[config.mk]
export PLATFORM = sky130hd
export DESIGN_NAME = count_method_homing_sequencer
export DESIGN_NICKNAME = d
export VERILOG_FILES = /design/src/homing_pkg.sv /design/src/count_method_homing_sequencer.sv
export VERILOG_INCLUDE_DIRS = /design/src /design/src/src
export SDC_FILE = /design/constraint.sdc
export NUM_CORES = 1
export LEC_CHECK = 0
export BUFFER_PORTS_ARGS = -buffer_cell sky130_fd_sc_hd__buf_2
export CAP_MARGIN = 20
export CORE_MARGIN = 4
export CORE_UTILIZATION = 45
export DETAILED_ROUTE_END_ITERATION = 10
export PLACE_DENSITY = 0.66
export SLEW_MARGIN = 20
export SYNTH_ARGS = -nofsm -noshare
export SYNTH_HDL_FRONTEND = slang
export SYNTH_SLANG_ARGS = --single-unit
[constraint.sdc]
create_clock -name CORE_CLK -period 5.7 [get_ports CORE_CLK]
set_input_delay 0.855 -clock CORE_CLK [delete_from_list [all_inputs] [get_ports CORE_CLK]]
set_output_delay 0.855 -clock CORE_CLK [all_outputs]
set_load 0.01 [all_outputs]
[src/homing_params.svh]
// constants for the count-method homing sequencer
`ifndef HOMING_PARAMS_SVH
`define HOMING_PARAMS_SVH
// register byte offsets
`define OFF_CTRL 12'h000
`define OFF_METHOD 12'h004
`define OFF_HOME_POS 12'h008
`define OFF_HOMING_SPEED 12'h00c
`define OFF_CREEP_SPEED 12'h010
`define OFF_POST_DOG 12'h014
`define OFF_AXIS_STATUS 12'h018
`define OFF_HOME_ABS 12'h01c
`define OFF_CUR_FEED 12'h020
`define OFF_MACH_FEED 12'h024
`define OFF_IRQ_STATUS 12'h028
`define OFF_IRQ_MASK 12'h02c
`define OFF_ERROR 12'h030
`define OFF_REV_COUNTS 12'h034
// control bits
`define CTRL_START_BIT 0
`define CTRL_ABORT_BIT 1
// axis status word bits
`define ST_BUSY_BIT 0
`define ST_ERR_BIT 1
`define ST_REQ_BIT 3
`define ST_DONE_BIT 4
// interrupt status bits
`define IRQ_DONE_BIT 0
`define IRQ_ERR_BIT 1
// method codes
`define METHOD_COUNT1 3'h4
`define METHOD_COUNT2 3'h5
`define METHOD_COUNT3 3'h6
`define METHOD_DATASET 3'h3
// error code for no zero pulse found
`define ERR_NO_ZERO 16'h00d2
// reset values
`define RST_REV_COUNTS 32'h00001000
`endif

[src/homing_pkg.sv]
// types for the count-method homing sequencer
package homing_pkg;
  typedef enum logic [3:0] {
    ST_IDLE = 4'h0,
    ST_FAST = 4'h1,
    ST_CREEP = 4'h3,
    ST_SEEK = 4'h2,
    ST_DONE = 4'h6,
    ST_REV = 4'h7,
    ST_RETURN = 4'h5,
    ST_RCREEP = 4'h4,
    ST_FAIL = 4'hc
  } home_state_t;
  typedef enum logic [1:0] {
    SPD_STOP = 2'h0,
    SPD_HOMING = 2'h1,
    SPD_CREEP = 2'h2
  } speed_sel_t;
endpackage : homing_pkg

[src/count_method_homing_sequencer.sv]
// count-method homing sequencer with apb register file
//
// Summary of operation
// count 1: dog on, decelerate to creep
// count 1: after distance, stop at zero pulse
// count 1: no pulse, stop at dog off, error 210
// count 2: stop exactly at post-dog distance
// count 3 with pulse: same as count 1
// count 3 no pulse: finish distance, reverse one turn
// count 3: homing speed, distance after dog off, pulse
// data setting: load zero address into feeds
// amplifier gives one zero pulse per revolution
// always creep before final stop
// done sets status bit 4, clears bit 3
// completion loads zero address into monitors
// method parameter selects; stray pulses ignored
//
// Implementation choices: the APB interface to the registers and the register offsets.
`timescale 1ns/100ps
`include "homing_params.svh"

module count_method_homing_sequencer #(
  parameter int POS_W = 32
) (
  // clock and reset
  input wire logic CORE_CLK,
  input wire logic SRST,
  // apb slave
  input wire logic PSEL,
  input wire logic PENABLE,
  input wire logic PWRITE,
  input wire logic [11:0] PADDR,
  input wire logic [31:0] PWDATA,
  output logic [31:0] PRDATA,
  output logic PREADY,
  output logic PSLVERR,
  // axis inputs
  input wire logic DOG_IN,
  input wire logic ZERO_PULSE,
  input wire logic FEED_PULSE,
  // motion command
  output homing_pkg::speed_sel_t SPEED_SEL,
  output logic [31:0] SPEED_CMD,
  output logic DIR_REVERSE,
  output logic HOMING_BUSY,
  // interrupt
  output logic IRQ
);
  import homing_pkg::*;

  initial begin
    if (POS_W < 8 || POS_W > 32) $error("POS_W out of range");
  end

  ////////////////////////////////////////////////////////////////////
  // registers
  logic [2:0] method_r;
  logic [31:0] home_pos_r, homing_speed_r, creep_speed_r, post_dog_r, rev_counts_r;
  logic [31:0] home_abs_r, cur_feed_r, mach_feed_r;
  logic req_r, done_r, err_r;
  logic [15:0] err_code_r;
  logic [1:0] irq_st_r, irq_mask_r;
  logic [31:0] prdata_r;
  logic pready_r, pslverr_r, irq_r;
  home_state_t state_r, state_nxt;
  logic [31:0] dist_r, dist_nxt;
  logic zero_seen_r, zero_seen_nxt, dog_d_r;
  speed_sel_t speed_r, speed_nxt;
  logic dir_r, dir_nxt;
  logic [31:0] speed_cmd_r;

  ////////////////////////////////////////////////////////////////////
  // bus decode
  wire logic setup = PSEL & ~PENABLE;
  // writes land in the access phase, at the edge where the master sees ready
  wire logic access = PSEL & PENABLE & pready_r;
  wire logic wr = access & PWRITE;
  wire logic rd = setup & ~PWRITE;
  wire logic hit_ctrl = PADDR == `OFF_CTRL;
  wire logic hit_method = PADDR == `OFF_METHOD;
  wire logic hit_home = PADDR == `OFF_HOME_POS;
  wire logic hit_hspd = PADDR == `OFF_HOMING_SPEED;
  wire logic hit_cspd = PADDR == `OFF_CREEP_SPEED;
  wire logic hit_post = PADDR == `OFF_POST_DOG;
  wire logic hit_stat = PADDR == `OFF_AXIS_STATUS;
  wire logic hit_habs = PADDR == `OFF_HOME_ABS;
  wire logic hit_cur = PADDR == `OFF_CUR_FEED;
  wire logic hit_mach = PADDR == `OFF_MACH_FEED;
  wire logic hit_ist = PADDR == `OFF_IRQ_STATUS;
  wire logic hit_imask = PADDR == `OFF_IRQ_MASK;
  wire logic hit_err = PADDR == `OFF_ERROR;
  wire logic hit_rev = PADDR == `OFF_REV_COUNTS;
  wire logic mapped = hit_ctrl | hit_method | hit_home | hit_hspd | hit_cspd | hit_post
    | hit_stat | hit_habs | hit_cur | hit_mach | hit_ist | hit_imask | hit_err | hit_rev;
  wire logic start = wr & hit_ctrl & PWDATA[`CTRL_START_BIT];
  wire logic abort = wr & hit_ctrl & PWDATA[`CTRL_ABORT_BIT];
  wire logic [31:0] status_word = {27'h0, done_r, req_r, 1'b0, err_r, HOMING_BUSY};
  wire logic [31:0] rd_mux =
    hit_method ? {29'h0, method_r} :
    hit_home ? home_pos_r :
    hit_hspd ? homing_speed_r :
    hit_cspd ? creep_speed_r :
    hit_post ? post_dog_r :
    hit_stat ? status_word :
    hit_habs ? home_abs_r :
    hit_cur ? cur_feed_r :
    hit_mach ? mach_feed_r :
    hit_ist ? {30'h0, irq_st_r} :
    hit_imask ? {30'h0, irq_mask_r} :
    hit_err ? {16'h0, err_code_r} :
    hit_rev ? rev_counts_r : 32'h0;

  ////////////////////////////////////////////////////////////////////
  // sequencer
  wire logic is_c1 = method_r == `METHOD_COUNT1;
  wire logic is_c2 = method_r == `METHOD_COUNT2;
  wire logic is_c3 = method_r == `METHOD_COUNT3;
  wire logic is_ds = method_r == `METHOD_DATASET;
  wire logic dog_rise = DOG_IN & ~dog_d_r;
  wire logic dog_fall = ~DOG_IN & dog_d_r;
  wire logic dist_hit = dist_r >= post_dog_r;
  wire logic dist_step = FEED_PULSE & ~dist_hit;
  wire logic finish_ok = state_r == ST_DONE;
  wire logic finish_err = state_r == ST_FAIL;
  wire logic [31:0] dist_inc = dist_r + 32'h1;

  always_comb begin
    state_nxt = state_r;
    dist_nxt = dist_r;
    zero_seen_nxt = zero_seen_r;
    speed_nxt = speed_r;
    dir_nxt = dir_r;
    unique case (state_r)
      ST_IDLE: begin
        dist_nxt = 32'h0;
        zero_seen_nxt = 1'b0;
        dir_nxt = 1'b0;
        if (start && is_ds) begin
          state_nxt = ST_DONE;
        end else if (start && (is_c1 || is_c2 || is_c3)) begin
          state_nxt = DOG_IN ? ST_CREEP : ST_FAST;
          speed_nxt = DOG_IN ? SPD_CREEP : SPD_HOMING;
        end
      end
      ST_FAST: begin
        if (dog_rise) begin
          state_nxt = ST_CREEP;
          speed_nxt = SPD_CREEP;
        end
      end
      ST_CREEP: begin
        if (dist_step) dist_nxt = dist_inc;
        if (ZERO_PULSE) zero_seen_nxt = 1'b1;
        if (dist_hit) begin
          if (is_c2) begin
            state_nxt = ST_DONE;
            speed_nxt = SPD_STOP;
          end else if (zero_seen_r || !is_c3) begin
            state_nxt = ST_SEEK;
          end else begin
            state_nxt = ST_REV;
            dist_nxt = 32'h0;
            dir_nxt = 1'b1;
            speed_nxt = SPD_HOMING;
          end
        end
      end
      ST_SEEK: begin
        if (ZERO_PULSE && zero_seen_r) begin
          state_nxt = ST_DONE;
          speed_nxt = SPD_STOP;
        end else if (dog_fall && !zero_seen_r) begin
          state_nxt = ST_FAIL;
          speed_nxt = SPD_STOP;
        end else if (ZERO_PULSE && !is_c3) begin
          zero_seen_nxt = 1'b1;
        end
      end
      ST_REV: begin
        if (FEED_PULSE) dist_nxt = dist_inc;
        if (dist_r >= rev_counts_r) begin
          state_nxt = ST_RETURN;
          dir_nxt = 1'b0;
          dist_nxt = 32'h0;
        end
      end
      ST_RETURN: begin
        if (dog_fall) state_nxt = ST_RCREEP;
      end
      ST_RCREEP: begin
        if (dist_step) dist_nxt = dist_inc;
        if (dist_hit) speed_nxt = SPD_CREEP;
        if (dist_hit && ZERO_PULSE && speed_r == SPD_CREEP) begin
          state_nxt = ST_DONE;
          speed_nxt = SPD_STOP;
        end
      end
      ST_DONE, ST_FAIL: begin
        state_nxt = ST_IDLE;
        speed_nxt = SPD_STOP;
      end
      default: begin
        state_nxt = ST_IDLE;
        speed_nxt = SPD_STOP;
      end
    endcase
    if (abort) begin
      state_nxt = ST_IDLE;
      speed_nxt = SPD_STOP;
    end
  end

  always_ff @(posedge CORE_CLK) begin
    if (SRST) begin
      state_r <= ST_IDLE;
      dist_r <= 32'h0;
      zero_seen_r <= 1'b0;
      speed_r <= SPD_STOP;
      dir_r <= 1'b0;
      dog_d_r <= 1'b0;
    end else begin
      state_r <= state_nxt;
      dist_r <= dist_nxt;
      zero_seen_r <= zero_seen_nxt;
      speed_r <= speed_nxt;
      dir_r <= dir_nxt;
      dog_d_r <= DOG_IN;
    end
  end

  ////////////////////////////////////////////////////////////////////
  // configuration registers
  always_ff @(posedge CORE_CLK) begin
    if (SRST) begin
      method_r <= `METHOD_COUNT1;
      home_pos_r <= 32'h0;
      homing_speed_r <= 32'h0;
      creep_speed_r <= 32'h0;
      post_dog_r <= 32'h0;
      rev_counts_r <= `RST_REV_COUNTS;
      irq_mask_r <= 2'h0;
    end else if (wr) begin
      if (hit_method) method_r <= PWDATA[2:0];
      if (hit_home) home_pos_r <= PWDATA;
      if (hit_hspd) homing_speed_r <= PWDATA;
      if (hit_cspd) creep_speed_r <= PWDATA;
      if (hit_post) post_dog_r <= PWDATA;
      if (hit_rev) rev_counts_r <= PWDATA;
      if (hit_imask) irq_mask_r <= PWDATA[1:0];
    end
  end

  ////////////////////////////////////////////////////////////////////
  // status, monitors and interrupt
  wire logic [1:0] irq_ev = {finish_err, finish_ok};
  wire logic [1:0] irq_clr = (wr && hit_ist) ? PWDATA[1:0] : 2'h0;
  wire logic [1:0] irq_st_nxt = (irq_st_r & ~irq_clr) | irq_ev;
  wire logic moving = FEED_PULSE && speed_r != SPD_STOP;
  wire logic [31:0] cur_step = dir_r ? cur_feed_r - 32'h1 : cur_feed_r + 32'h1;
  wire logic [31:0] mach_step = dir_r ? mach_feed_r - 32'h1 : mach_feed_r + 32'h1;

  // completion outranks a start written in the same cycle
  always_ff @(posedge CORE_CLK) begin
    if (SRST) begin
      req_r <= 1'b1;
      done_r <= 1'b0;
      err_r <= 1'b0;
    end else if (finish_ok) begin
      done_r <= 1'b1;
      req_r <= 1'b0;
    end else if (finish_err) begin
      err_r <= 1'b1;
    end else if (start) begin
      done_r <= 1'b0;
      err_r <= 1'b0;
      req_r <= 1'b1;
    end
  end

  always_ff @(posedge CORE_CLK) begin
    if (SRST) begin
      err_code_r <= 16'h0;
    end else if (finish_err) begin
      err_code_r <= `ERR_NO_ZERO;
    end
  end

  // monitors track feed pulses and take the home address on completion
  always_ff @(posedge CORE_CLK) begin
    if (SRST) begin
      home_abs_r <= 32'h0;
      cur_feed_r <= 32'h0;
      mach_feed_r <= 32'h0;
    end else if (finish_ok) begin
      home_abs_r <= home_pos_r;
      cur_feed_r <= home_pos_r;
      mach_feed_r <= home_pos_r;
    end else if (moving) begin
      cur_feed_r <= cur_step;
      mach_feed_r <= mach_step;
    end
  end

  // an event in the same cycle as its clear wins
  always_ff @(posedge CORE_CLK) begin
    if (SRST) begin
      irq_st_r <= 2'h0;
      irq_r <= 1'b0;
    end else begin
      irq_st_r <= irq_st_nxt;
      irq_r <= |(irq_st_nxt & irq_mask_r);
    end
  end

  ////////////////////////////////////////////////////////////////////
  // outputs and apb answer
  wire logic [31:0] speed_val = speed_nxt == SPD_HOMING ? homing_speed_r :
    speed_nxt == SPD_CREEP ? creep_speed_r : 32'h0;

  always_ff @(posedge CORE_CLK) begin
    if (SRST) begin
      prdata_r <= 32'h0;
      pready_r <= 1'b0;
      pslverr_r <= 1'b0;
    end else begin
      pready_r <= setup;
      pslverr_r <= setup & ~mapped;
      prdata_r <= rd ? rd_mux : 32'h0;
    end
  end

  // speed value is registered alongside the selector it belongs to
  always_ff @(posedge CORE_CLK) begin
    if (SRST) begin
      speed_cmd_r <= 32'h0;
    end else begin
      speed_cmd_r <= speed_val;
    end
  end

  assign PRDATA = prdata_r;
  assign PREADY = pready_r;
  assign PSLVERR = pslverr_r;
  assign SPEED_SEL = speed_r;
  assign SPEED_CMD = speed_cmd_r;
  assign DIR_REVERSE = dir_r;
  assign IRQ = irq_r;
  assign HOMING_BUSY = state_r != ST_IDLE;
endmodule : count_method_homing_sequencer

==> results_tabular.tex, run 1 <==
\begin{tabular}{lr}
\hline
Metric & Value \\
\hline
\multicolumn{2}{l}{\textbf{Run status}} \\
\quad Status & finished, final reports clean \\
\multicolumn{2}{l}{\textbf{Global route}} \\
\quad Most Crowded Layer GR & met2 \\
\quad Tot GR Track Use & 28.6\% \\
\quad Vias in the first global route & 18497 \\
\quad M3 GR Usage & 3.35\% \\
\quad Initial antenna violation count & 2 \\
\quad Residual overflow from global routing & 0 \\
\quad Global-route wire length before repair & 107 mm \\
\quad Pin count of the biggest net entering global routing & 93 \\
\quad Global routing met1 resource utilization & 36.9\% \\
\quad Grt met2 use & between 40\% and 50\% \\
\multicolumn{2}{l}{\textbf{Worst setup path}} \\
\quad Crit-path cells & inv\_2 > nor2\_1 > nand3\_1 > nor2\_1 > o2111ai\_1 > a221oi\_2 > o21ai\_1 > nor2\_2 > nand2\_1 > o41ai\_1 \\
\quad Critical Path Sink Type & flip-flop \\
\quad Type of element launching the critical path & flip-flop \\
\quad Data required time at the worst endpoint & $\sim$6 ns \\
\quad Maximum net fanout on the critical path & 19 \\
\quad Setup CP Type & flip-flop to flip-flop \\
\quad Slowest stage cell, crit path & a221oi\_2 \\
\quad Worst Path Buf+Inv & 1 \\
\quad Critical path's most frequent cell & nor2\_1 \\
\quad Worst path max stage delay & 0.87 ns \\
\quad Critical Path AT & around 4.6 ns \\
\quad Cell family contributing the most delay on the critical path & simple AND/OR/NAND/NOR gates \\
\multicolumn{2}{l}{\textbf{Synth}} \\
\quad Total number of yosys warnings & 0 \\
\quad Nets in the synthesized netlist & 2722 \\
\quad Leading register cell type out of synthesis & dfxtp\_1 \\
\quad Number of enable flip-flop cells after synthesis & 0 \\
\quad Flop and latch count out of synthesis & between 300 and 400 \\
\quad Proportion of synthesized flip-flops having asynchronous set or reset & 0\% \\
\quad Cell area after technology mapping & 0.0197 mm2 \\
\quad Synth unique cells & 76 \\
\quad Sequential element share of the synthesized area & 38.0\% \\
\quad Syn avg cell area & 7.76 um2 \\
\quad Gate count of the mapped netlist & approximately 2500 \\
\multicolumn{2}{l}{\textbf{Floorplanning}} \\
\quad Core area & roughly 0.043 mm2 \\
\quad Number of top-level pins & 123 \\
\quad Die width & 217 um \\
\quad Die Outline Area & 0.0473 mm2 \\
\quad Std cell rows & 76 \\
\quad Effective utilization at floorplan & 45.7\% \\
\quad Height of the die & 217 um \\
\multicolumn{2}{l}{\textbf{Place}} \\
\quad Number of buffers added on ports & $\sim$120 \\
\quad Post-Place Cell Area & roughly 0.021 mm2 \\
\quad Pre-CTS setup slack & 1.73 ns \\
\quad Placed instance count & 3144 \\
\quad Hpwl dp & about 50 mm \\
\quad Weighted congestion reported at the end of routability-driven placement & 0.976 \\
\multicolumn{2}{l}{\textbf{Timing}} \\
\quad Unrepaired setup endpoints after global routing & false \\
\quad Share of the clock period used by the worst path & 72.4\% \\
\quad Total negative slack & 0 ns \\
\quad Worst-Margin Slew & 1.15 ns \\
\quad Slew margin rel. & 23.0\% \\
\quad Final setup slack of the worst path & between 1.5 and 2 ns \\
\quad Top achievable clock speed & 0.242 GHz \\
\quad Min Tclk post-route & 4.12 ns \\
\quad Final number of hold-violating endpoints & 0 \\
\quad Worst setup skew after layout & between 0.015 and 0.02 ns \\
\quad Count of endpoints failing setup in the final report & 0 \\
\quad Number of max-slew violations in the final report & 0 \\
\multicolumn{2}{l}{\textbf{Finish}} \\
\quad Non-filler cells in the finished layout & 3216 \\
\quad Utilization after layout & 51.5\% \\
\quad Area growth from synthesis to layout & 12.6\% \\
\quad Proportion of layout cells with a drive suffix above 1 & 9.97\% \\
\quad Number of filler instances in the final layout & 4212 \\
\quad Number of nets in the layout & 2781 \\
\quad Post-Layout Inst Area & 0.0222 mm2 \\
\multicolumn{2}{l}{\textbf{Detailed routing}} \\
\quad Overall via count from detail\_route & just under 20000 \\
\quad Routed WL per cell & roughly 22 um \\
\quad Post-detailed-routing wire length & 70.2 mm \\
\quad Number of DRC markers in iteration 0 & 1871 \\
\quad Number of detailed-route iterations in the first pass & 6 \\
\quad Number of remaining DRC errors & 0 \\
\quad Final antenna-violating net count & 0 \\
\quad Ratio of routed vias to standard cells & 6.12 \\
\multicolumn{2}{l}{\textbf{Clocking}} \\
\quad CTS resizes & 0 \\
\quad Cell at the root of the clock tree & clkbuf\_16 \\
\quad Number of sinks on the clock net & 375 \\
\quad Clock latency on the worst-skew pair & around 0.56 ns \\
\quad Clock buffer depth & 3 \\
\quad Setup bufs post-CTS & 0 \\
\quad Number of buffers added to fix hold violations after cts & 0 \\
\quad Htree depth & 2 \\
\quad CTS tree & done \\
\quad Inserted Clock Buffers & 41 \\
\quad Clock-pin slew reported for the worst setup and hold paths after clock tree synthesis & around 0.060 ns \\
\multicolumn{2}{l}{\textbf{Worst hold path}} \\
\quad Min-delay worst type & flip-flop to flip-flop \\
\multicolumn{2}{l}{\textbf{Power and ir drop}} \\
\quad Leakage power summed over all cells & 8.28 nW \\
\quad Highest ir drop seen on vdd & 0.188 mV \\
\quad Power per cell area & between 200 and 300 mW/mm2 \\
\multicolumn{2}{l}{\textbf{Flow run}} \\
\quad Max-cap violation count & 0 \\
\hline
\end{tabular}
## worst reg2reg max path, stage by stage, from the launching register on
cell,delay [ns]
dfxtp_1,0.56
inv_2,0.13
nor2_1,0.33
nand3_1,0.33
nor2_1,0.18
o2111ai_1,0.18
a221oi_2,0.87
o21ai_1,0.34
nor2_2,0.71
nand2_1,0.15
o41ai_1,0.27
## sequential cells by signal (all words and copies together), names as in the netlist, 2 cells and up
| name | count |
|---|---|
| rev_counts_r | 32 |
| homing_speed_r | 32 |
| dist_r | 32 |
| SPEED_SEL | 2 |
| cur_feed_r | 32 |
| method_r | 3 |
| SPEED_CMD | 32 |
| home_pos_r | 32 |
| PRDATA | 32 |
| irq_mask_r | 2 |
| home_abs_r | 32 |
| mach_feed_r | 32 |
| state_r | 4 |
| post_dog_r | 32 |
| irq_st_r | 2 |
| creep_speed_r | 32 |
## synth_stat cells, drive strengths merged, types with 6 or more instances
| cell | instances | share of area [%] |
|---|---|---|
| nand2 | 545 | 10 |
| dfxtp | 375 | 38 |
| a21oi | 328 | 8.3 |
| o21ai | 162 | 4.1 |
| nor2 | 154 | 3.0 |
| ha | 125 | 7.9 |
| clkbuf | 118 | 2.2 |
| inv | 92 | 1.8 |
| a22oi | 66 | 2.5 |
| a22o | 55 | 2.4 |
| nand3 | 51 | 1.3 |
| a31oi | 41 | 1.3 |
| a21o | 40 | 1.5 |
| a221oi | 38 | 1.7 |
| xnor2 | 29 | 1.3 |
| nor3 | 27 | 0.74 |
| a211oi | 26 | 1.0 |
| buf | 23 | 0.66 |
| nand4 | 20 | 0.63 |
| nor2b | 19 | 0.60 |
| xor2 | 19 | 0.84 |
| and3 | 14 | 0.44 |
| nor4 | 13 | 0.49 |
| o211ai | 13 | 0.49 |
| or3 | 12 | 0.38 |
| nand2b | 10 | 0.32 |
| o21a | 10 | 0.38 |
| o21bai | 9 | 0.34 |
| o31ai | 9 | 0.37 |
| o41ai | 8 | 0.39 |
| and2 | 6 | 0.20 |
| mux2i | 6 | 0.30 |
| nor3b | 6 | 0.23 |
## power by group
group / internal [mW] / switching [mW] / total (mW) / leakage [nW]
logic: 0.210 / 0.439 / 0.649 / 4.59
clock network: 1.62 / 1.10 / 2.72 / 0.668
registers: 2.68 / 0.0940 / 2.78 / 3.02
## area by class of cell
type	instances	area, um2	share of cell area [%]
inverters	92	345	1.55
diodes	2	5.00	0.0225
clock inverters	14	180	0.811
flip-flops and latches	375	7510	33.8
multi-input cells	1935	11400	51.3
well taps	585	732	3.29
clock buffers	56	1170	5.29
repair buffers	157	880	3.96
## cells in the final DEF (no fill, tap or decap), types with 55 or more instances in the layout
cell and n:
a22oi_1 66, o21ai_0 145, a21oi_1 328, ha_1 125
inv_1 91, nand2_1 541, a22o_1 55, dfxtp_1 374
buf_2 121, nor2_1 141
## kinds of logic after synthesis
logic type,count (synthesis),share of synthesized area (%)
mux,7,0.361
simple gates,898,19.5
buf+inv,233,4.65
flops,375,38.0
fa+ha+maj,127,8.13
compound gates,855,27.1
xor+xnor,48,2.13
## routing by layer
| layer | up-vias | share of wire, % |
|---|---|---|
| met5 | - | 0 |
| met4 | 0 | 5.9 |
| met3 | 185 | 7.2 |
| met2 | 911 | 46 |
| met1 | 9380 | 41 |
| li1 | 9209 | - |
## final timing paths
kind                            cells after the start            from  slack [ns]              to
worst max-delay path                               10      state_r[1]        1.58      dist_r[30]
worst min-delay path                                2  home_abs_r[21]        0.46  home_abs_r[21]
worst max register to register                     10      state_r[1]        1.58      dist_r[30]
worst min register to register                      2  home_abs_r[21]        0.46  home_abs_r[21]
## through the flow
| step | power, mW | hold WS, ns |
|---|---|---|
| after floorplan | 3.22 | 0.436 |
| after global placement | 3.46 | 0.442 |
| after detailed placement | 3.47 | 0.449 |
| after CTS | 6.17 | 0.456 |
| after global routing | 6.35 | 0.475 |
| final | 6.15 | 0.457 |
No activity file was read; power rests on OpenSTA's default activity.
==> inputs of run 2 (changes only) <==
- ABC_AREA: default -> 1
- PLACE_DENSITY: 0.66 -> 0.68
- clock period: 5.7 -> 3.7 ns (I/O delays scaled with it)
==> run 2 against run 1 <==
Power is 54% higher. Fmax is 30% higher. Synthesized area is 13% higher. Register-to-register slack worse by 1.1 ns. Die area is 12% higher. Flip-flop and latch count stayed put. Hold slack worse by 0.17 ns. Routed wire length is 19% higher. Count of clock-buffer cells in the layout is 1 lower. Sequential power is 48% higher. Largest cell class unchanged. Highest routed layer unchanged. Setup slack worse by 1.1 ns. Critical path depth is 5 higher.
==> results_tabular.tex, run 2 <==
\begin{tabular}{lr}
\hline
Metric & Value \\
\hline
\multicolumn{2}{l}{\textbf{Clocking}} \\
\quad CTS tree & done \\
\quad Number of buffers added to fix hold violations after cts & 0 (unchanged) \\
\quad Inserted Clock Buffers & 39 (-4.9\%) \\
\quad Cell at the root of the clock tree & clkbuf\_16 \\
\quad CTS resizes & 0 (unchanged) \\
\quad Clock-pin slew reported for the worst setup and hold paths after clock tree synthesis & 0.06 ns (about the same) \\
\quad Clock buffer depth & 3 (unchanged) \\
\quad Setup bufs post-CTS & 0 (unchanged) \\
\quad Number of sinks on the clock net & 375 (unchanged) \\
\quad Clock latency on the worst-skew pair & 0.56 ns (about the same) \\
\quad Htree depth & 2 (unchanged) \\
\multicolumn{2}{l}{\textbf{Worst setup path}} \\
\quad Maximum net fanout on the critical path & 31 (+12) \\
\quad Worst reg2reg setup slack & 0.52 ns (-1.06 ns) \\
\quad Type of element launching the critical path & flip-flop \\
\quad R2R Path End & dist\_r[7] \\
\quad Cell count of the worst reg-to-reg path & 15 (+5) \\
\quad Critical Path AT & 3.65 ns (-0.94 ns) \\
\quad Worst reg2reg startpoint & dist\_r[27] \\
\quad Setup CP Type & flip-flop to flip-flop \\
\quad Critical Path Sink Type & flip-flop \\
\quad Data required time at the worst endpoint & 4.17 ns (-1.99 ns) \\
\multicolumn{2}{l}{\textbf{Finish}} \\
\quad Area growth from synthesis to layout & 11.6\% \\
\quad Most frequent cells in the layout & nand2\_1 (691), a21oi\_1 (438), inv\_1 (409) \\
\quad Register area & 0.00751 mm2 (unchanged) \\
\quad Number of filler instances in the final layout & 4967 (+18\%) \\
\quad Leading cell type in the layout, fill and taps excluded & nand2\_1 \\
\quad Proportion of layout cells with a drive suffix above 1 & 8.73\% (-1.2 points) \\
\quad Post-Layout Inst Area & 0.0248 mm2 (+12\%) \\
\quad Area taken by multi-input logic gates & 0.0125 mm2 (+9.8\%) \\
\quad Number of nets in the layout & 3533 (+27\%) \\
\multicolumn{2}{l}{\textbf{Floorplanning}} \\
\quad Number of top-level pins & 123 (unchanged) \\
\quad Die Outline Area & 0.0531 mm2 (+12\%) \\
\quad Die width & 230 um (+6.0\%) \\
\quad Height of the die & 230 um (+6.0\%) \\
\quad Std cell rows & 81 (+6.6\%) \\
\quad Core area & 0.0490 mm2 (+13\%) \\
\quad Effective utilization at floorplan & 45.4\% (-0.26 points) \\
\multicolumn{2}{l}{\textbf{Power and ir drop}} \\
\quad Highest ir drop seen on vdd & 0.338 mV (+79\%) \\
\quad Leakage power summed over all cells & 10.6 nW (+28\%) \\
\quad Power per cell area & 382 mW/mm2 (+38\%) \\
\quad Final total power & 9.49 mW (+54\%) \\
\multicolumn{2}{l}{\textbf{Place}} \\
\quad Hpwl dp & 63.6 mm (+27\%) \\
\quad Pre-CTS setup slack & 0.565 ns (-1.16 ns) \\
\quad Post-Place Cell Area & 0.0235 mm2 (+13\%) \\
\quad Number of buffers added on ports & 122 (unchanged) \\
\quad Weighted congestion reported at the end of routability-driven placement & 0.988 (+1.2\%) \\
\multicolumn{2}{l}{\textbf{Global route}} \\
\quad Initial antenna violation count & 2 (unchanged) \\
\quad Global-route wire length before repair & 125 mm (+17\%) \\
\quad Vias in the first global route & 21124 (+14\%) \\
\quad Residual overflow from global routing & 0 (unchanged) \\
\quad Tot GR Track Use & 30.1\% (+1.5 points) \\
\quad Pin count of the biggest net entering global routing & 105 (+13\%) \\
\multicolumn{2}{l}{\textbf{Detailed routing}} \\
\quad Number of DRC markers in iteration 0 & 2497 (+33\%) \\
\quad Number of detailed-route iterations in the first pass & 5 (-1) \\
\quad Final antenna-violating net count & 0 (unchanged) \\
\quad Post-detailed-routing wire length & 83.5 mm (+19\%) \\
\quad Routed WL per cell & 20.6 um (-5.5\%) \\
\quad Ratio of routed vias to standard cells & 5.73 (-6.3\%) \\
\quad Number of remaining DRC errors & 0 (unchanged) \\
\quad Overall via count from detail\_route & 23196 (+18\%) \\
\multicolumn{2}{l}{\textbf{Synth}} \\
\quad Nets in the synthesized netlist & 3471 (+28\%) \\
\quad Synth unique cells & 56 (-26\%) \\
\quad Leading register cell type out of synthesis & dfxtp\_1 \\
\quad Top cells by area, synth & dfxtp\_1 (34\%), nand2\_1 (12\%), a21oi\_1 (9.9\%) \\
\quad Yosys top cell by area & dfxtp\_1 \\
\quad Library cell with the highest instance count after synthesis & nand2\_1 \\
\quad Top post-synthesis cells by count & nand2\_1 (695), a21oi\_1 (438), inv\_1 (411) \\
\quad Syn avg cell area & 6.76 um2 (-13\%) \\
\quad Flop and latch count out of synthesis & 375 (unchanged) \\
\quad Total number of yosys warnings & 0 (unchanged) \\
\quad Proportion of synthesized flip-flops having asynchronous set or reset & 0\% (unchanged) \\
\quad Number of enable flip-flop cells after synthesis & 0 (unchanged) \\
\quad Sequential element share of the synthesized area & 33.7\% (-4.3 points) \\
\quad Cell area after technology mapping & 0.0222 mm2 (+13\%) \\
\quad Synth top area share & 33.7\% (-4.3 points) \\
\quad Gate count of the mapped netlist & 3292 (+29\%) \\
\multicolumn{2}{l}{\textbf{Worst hold path}} \\
\quad Min-delay worst type & input pin to flip-flop \\
\quad Hold Path Cell Cnt & 3 (+1) \\
\quad Start point of the worst hold path & DOG\_IN \\
\quad Hold worst-path end & dog\_d\_r \\
\multicolumn{2}{l}{\textbf{Timing}} \\
\quad Final number of hold-violating endpoints & 0 (unchanged) \\
\quad Number of max-slew violations in the final report & 0 (unchanged) \\
\quad Worst-Margin Slew & 1.08 ns (-0.0706 ns) \\
\quad Slew margin rel. & 27.5\% (+4.5 points) \\
\quad Tightest hold margin & 0.291 ns (-0.166 ns) \\
\quad Worst setup skew after layout & 0.0229 ns (+0.00362 ns) \\
\quad Min Tclk post-route & 3.18 ns (-0.942 ns) \\
\quad Final setup slack of the worst path & 0.518 ns (-1.06 ns) \\
\quad Share of the clock period used by the worst path & 86.0\% (+14 points) \\
\quad Total negative slack & 0 ns (unchanged) \\
\quad Top achievable clock speed & 0.314 GHz (+30\%) \\
\quad Unrepaired setup endpoints after global routing & false \\
\quad Count of endpoints failing setup in the final report & 0 (unchanged) \\
\multicolumn{2}{l}{\textbf{Flow run}} \\
\quad Max-cap violation count & 0 (unchanged) \\
\multicolumn{2}{l}{\textbf{Run status}} \\
\quad Status & finished, final reports clean \\
\hline
\end{tabular}
run 2: cell types whose count changed in the layout (fill, tap and decap cells not counted), sizes merged, moves of 66 or more:
cell   change
a22oi     -66
a21oi    +113
nand3    +101
o21ai    +183
nand2    +154
inv      +325
run 2: per-stage QoR:
stage / cells / util (%)
after floorplan: 3292 / -
after global placement: 3977 / 48.0
after detailed placement: 3977 / 48.0
after CTS: 4044 / 50.7
after global routing: 4046 / 50.7
final: 4046 / 50.7
run 2: worst max path at each step:
stage	from	end	slack (ns)	depth (start not counted)
6_report	dist_r[27]	dist_r[7]	0.52	15
5_1_grt	dist_r[27]	dist_r[15]	0.19	17
4_1_cts	dist_r[27]	dist_r[7]	0.59	15
2_1_floorplan	DIR_REVERSE	mach_feed_r[26]	0.50	14
3_3_place_gp	PADDR[1]	state_r[3]	0.61	11
3_5_place_dp	PADDR[7]	post_dog_r[30]	0.57	9
run 2: cells by family (layout without fill, tap and decap cells):
group,count (synthesis),in the layout,synth area share (%)
and+or+nand+nor,1203,1203,23.2
AOI/OAI and AO/OA,958,958,23.5
buffers and inverters,576,664,10.2
DFF,375,375,33.7
adders and majority gates,127,127,7.21
xor gates and xnor gates,53,53,2.09
other,0,2,0
run 2: metal layers:
| metal | wire length, um | GRT usage, % | part of all wire (%) |
|---|---|---|---|
| met1 | 34800 | 40.7 | 42 |
| met3 | 8140 | 6.21 | 9.7 |
| met5 | 0 | 0 | 0 |
| met4 | 4340 | 13.8 | 5.2 |
| met2 | 36200 | 46.3 | 43 |
run 2: report_power, final:
group / total (mW) / leakage (nW) / internal, mW / switching [mW]
clock: 4.11 / 0.648 / 2.40 / 1.72
combinational: 1.27 / 6.91 / 0.287 / 0.985
sequential: 4.11 / 3.02 / 4.07 / 0.0344
total: 9.49 / 10.6 / 6.76 / 2.73
run 2: layout make-up:
class / instances / share of cell area, %
Antenna cell: 2 / 0.0202
Clock buffer: 55 / 4.50
Clock inverter: 12 / 0.781
Inverter: 420 / 6.38
Multi-Input combinational cell: 2341 / 50.4
Sequential cell: 375 / 30.2
Tap cell: 664 / 3.35
Timing Repair Buffer: 177 / 4.30
run 2: critical path, stage by stage, from the launching register on:
cell and delay [ns]:
dfxtp_1 0.62, ha_1 0.34, a21oi_1 0.16, nand2_1 0.07, nand2_1 0.06, nand2_1 0.06, a21oi_2 0.36, nand3_1 0.25
nor2_1 0.30, nand3_1 0.11, nand2_1 0.07, buf_4 0.33, nand2_1 0.09, nand2_1 0.07, nand2_1 0.04, a21oi_1 0.14
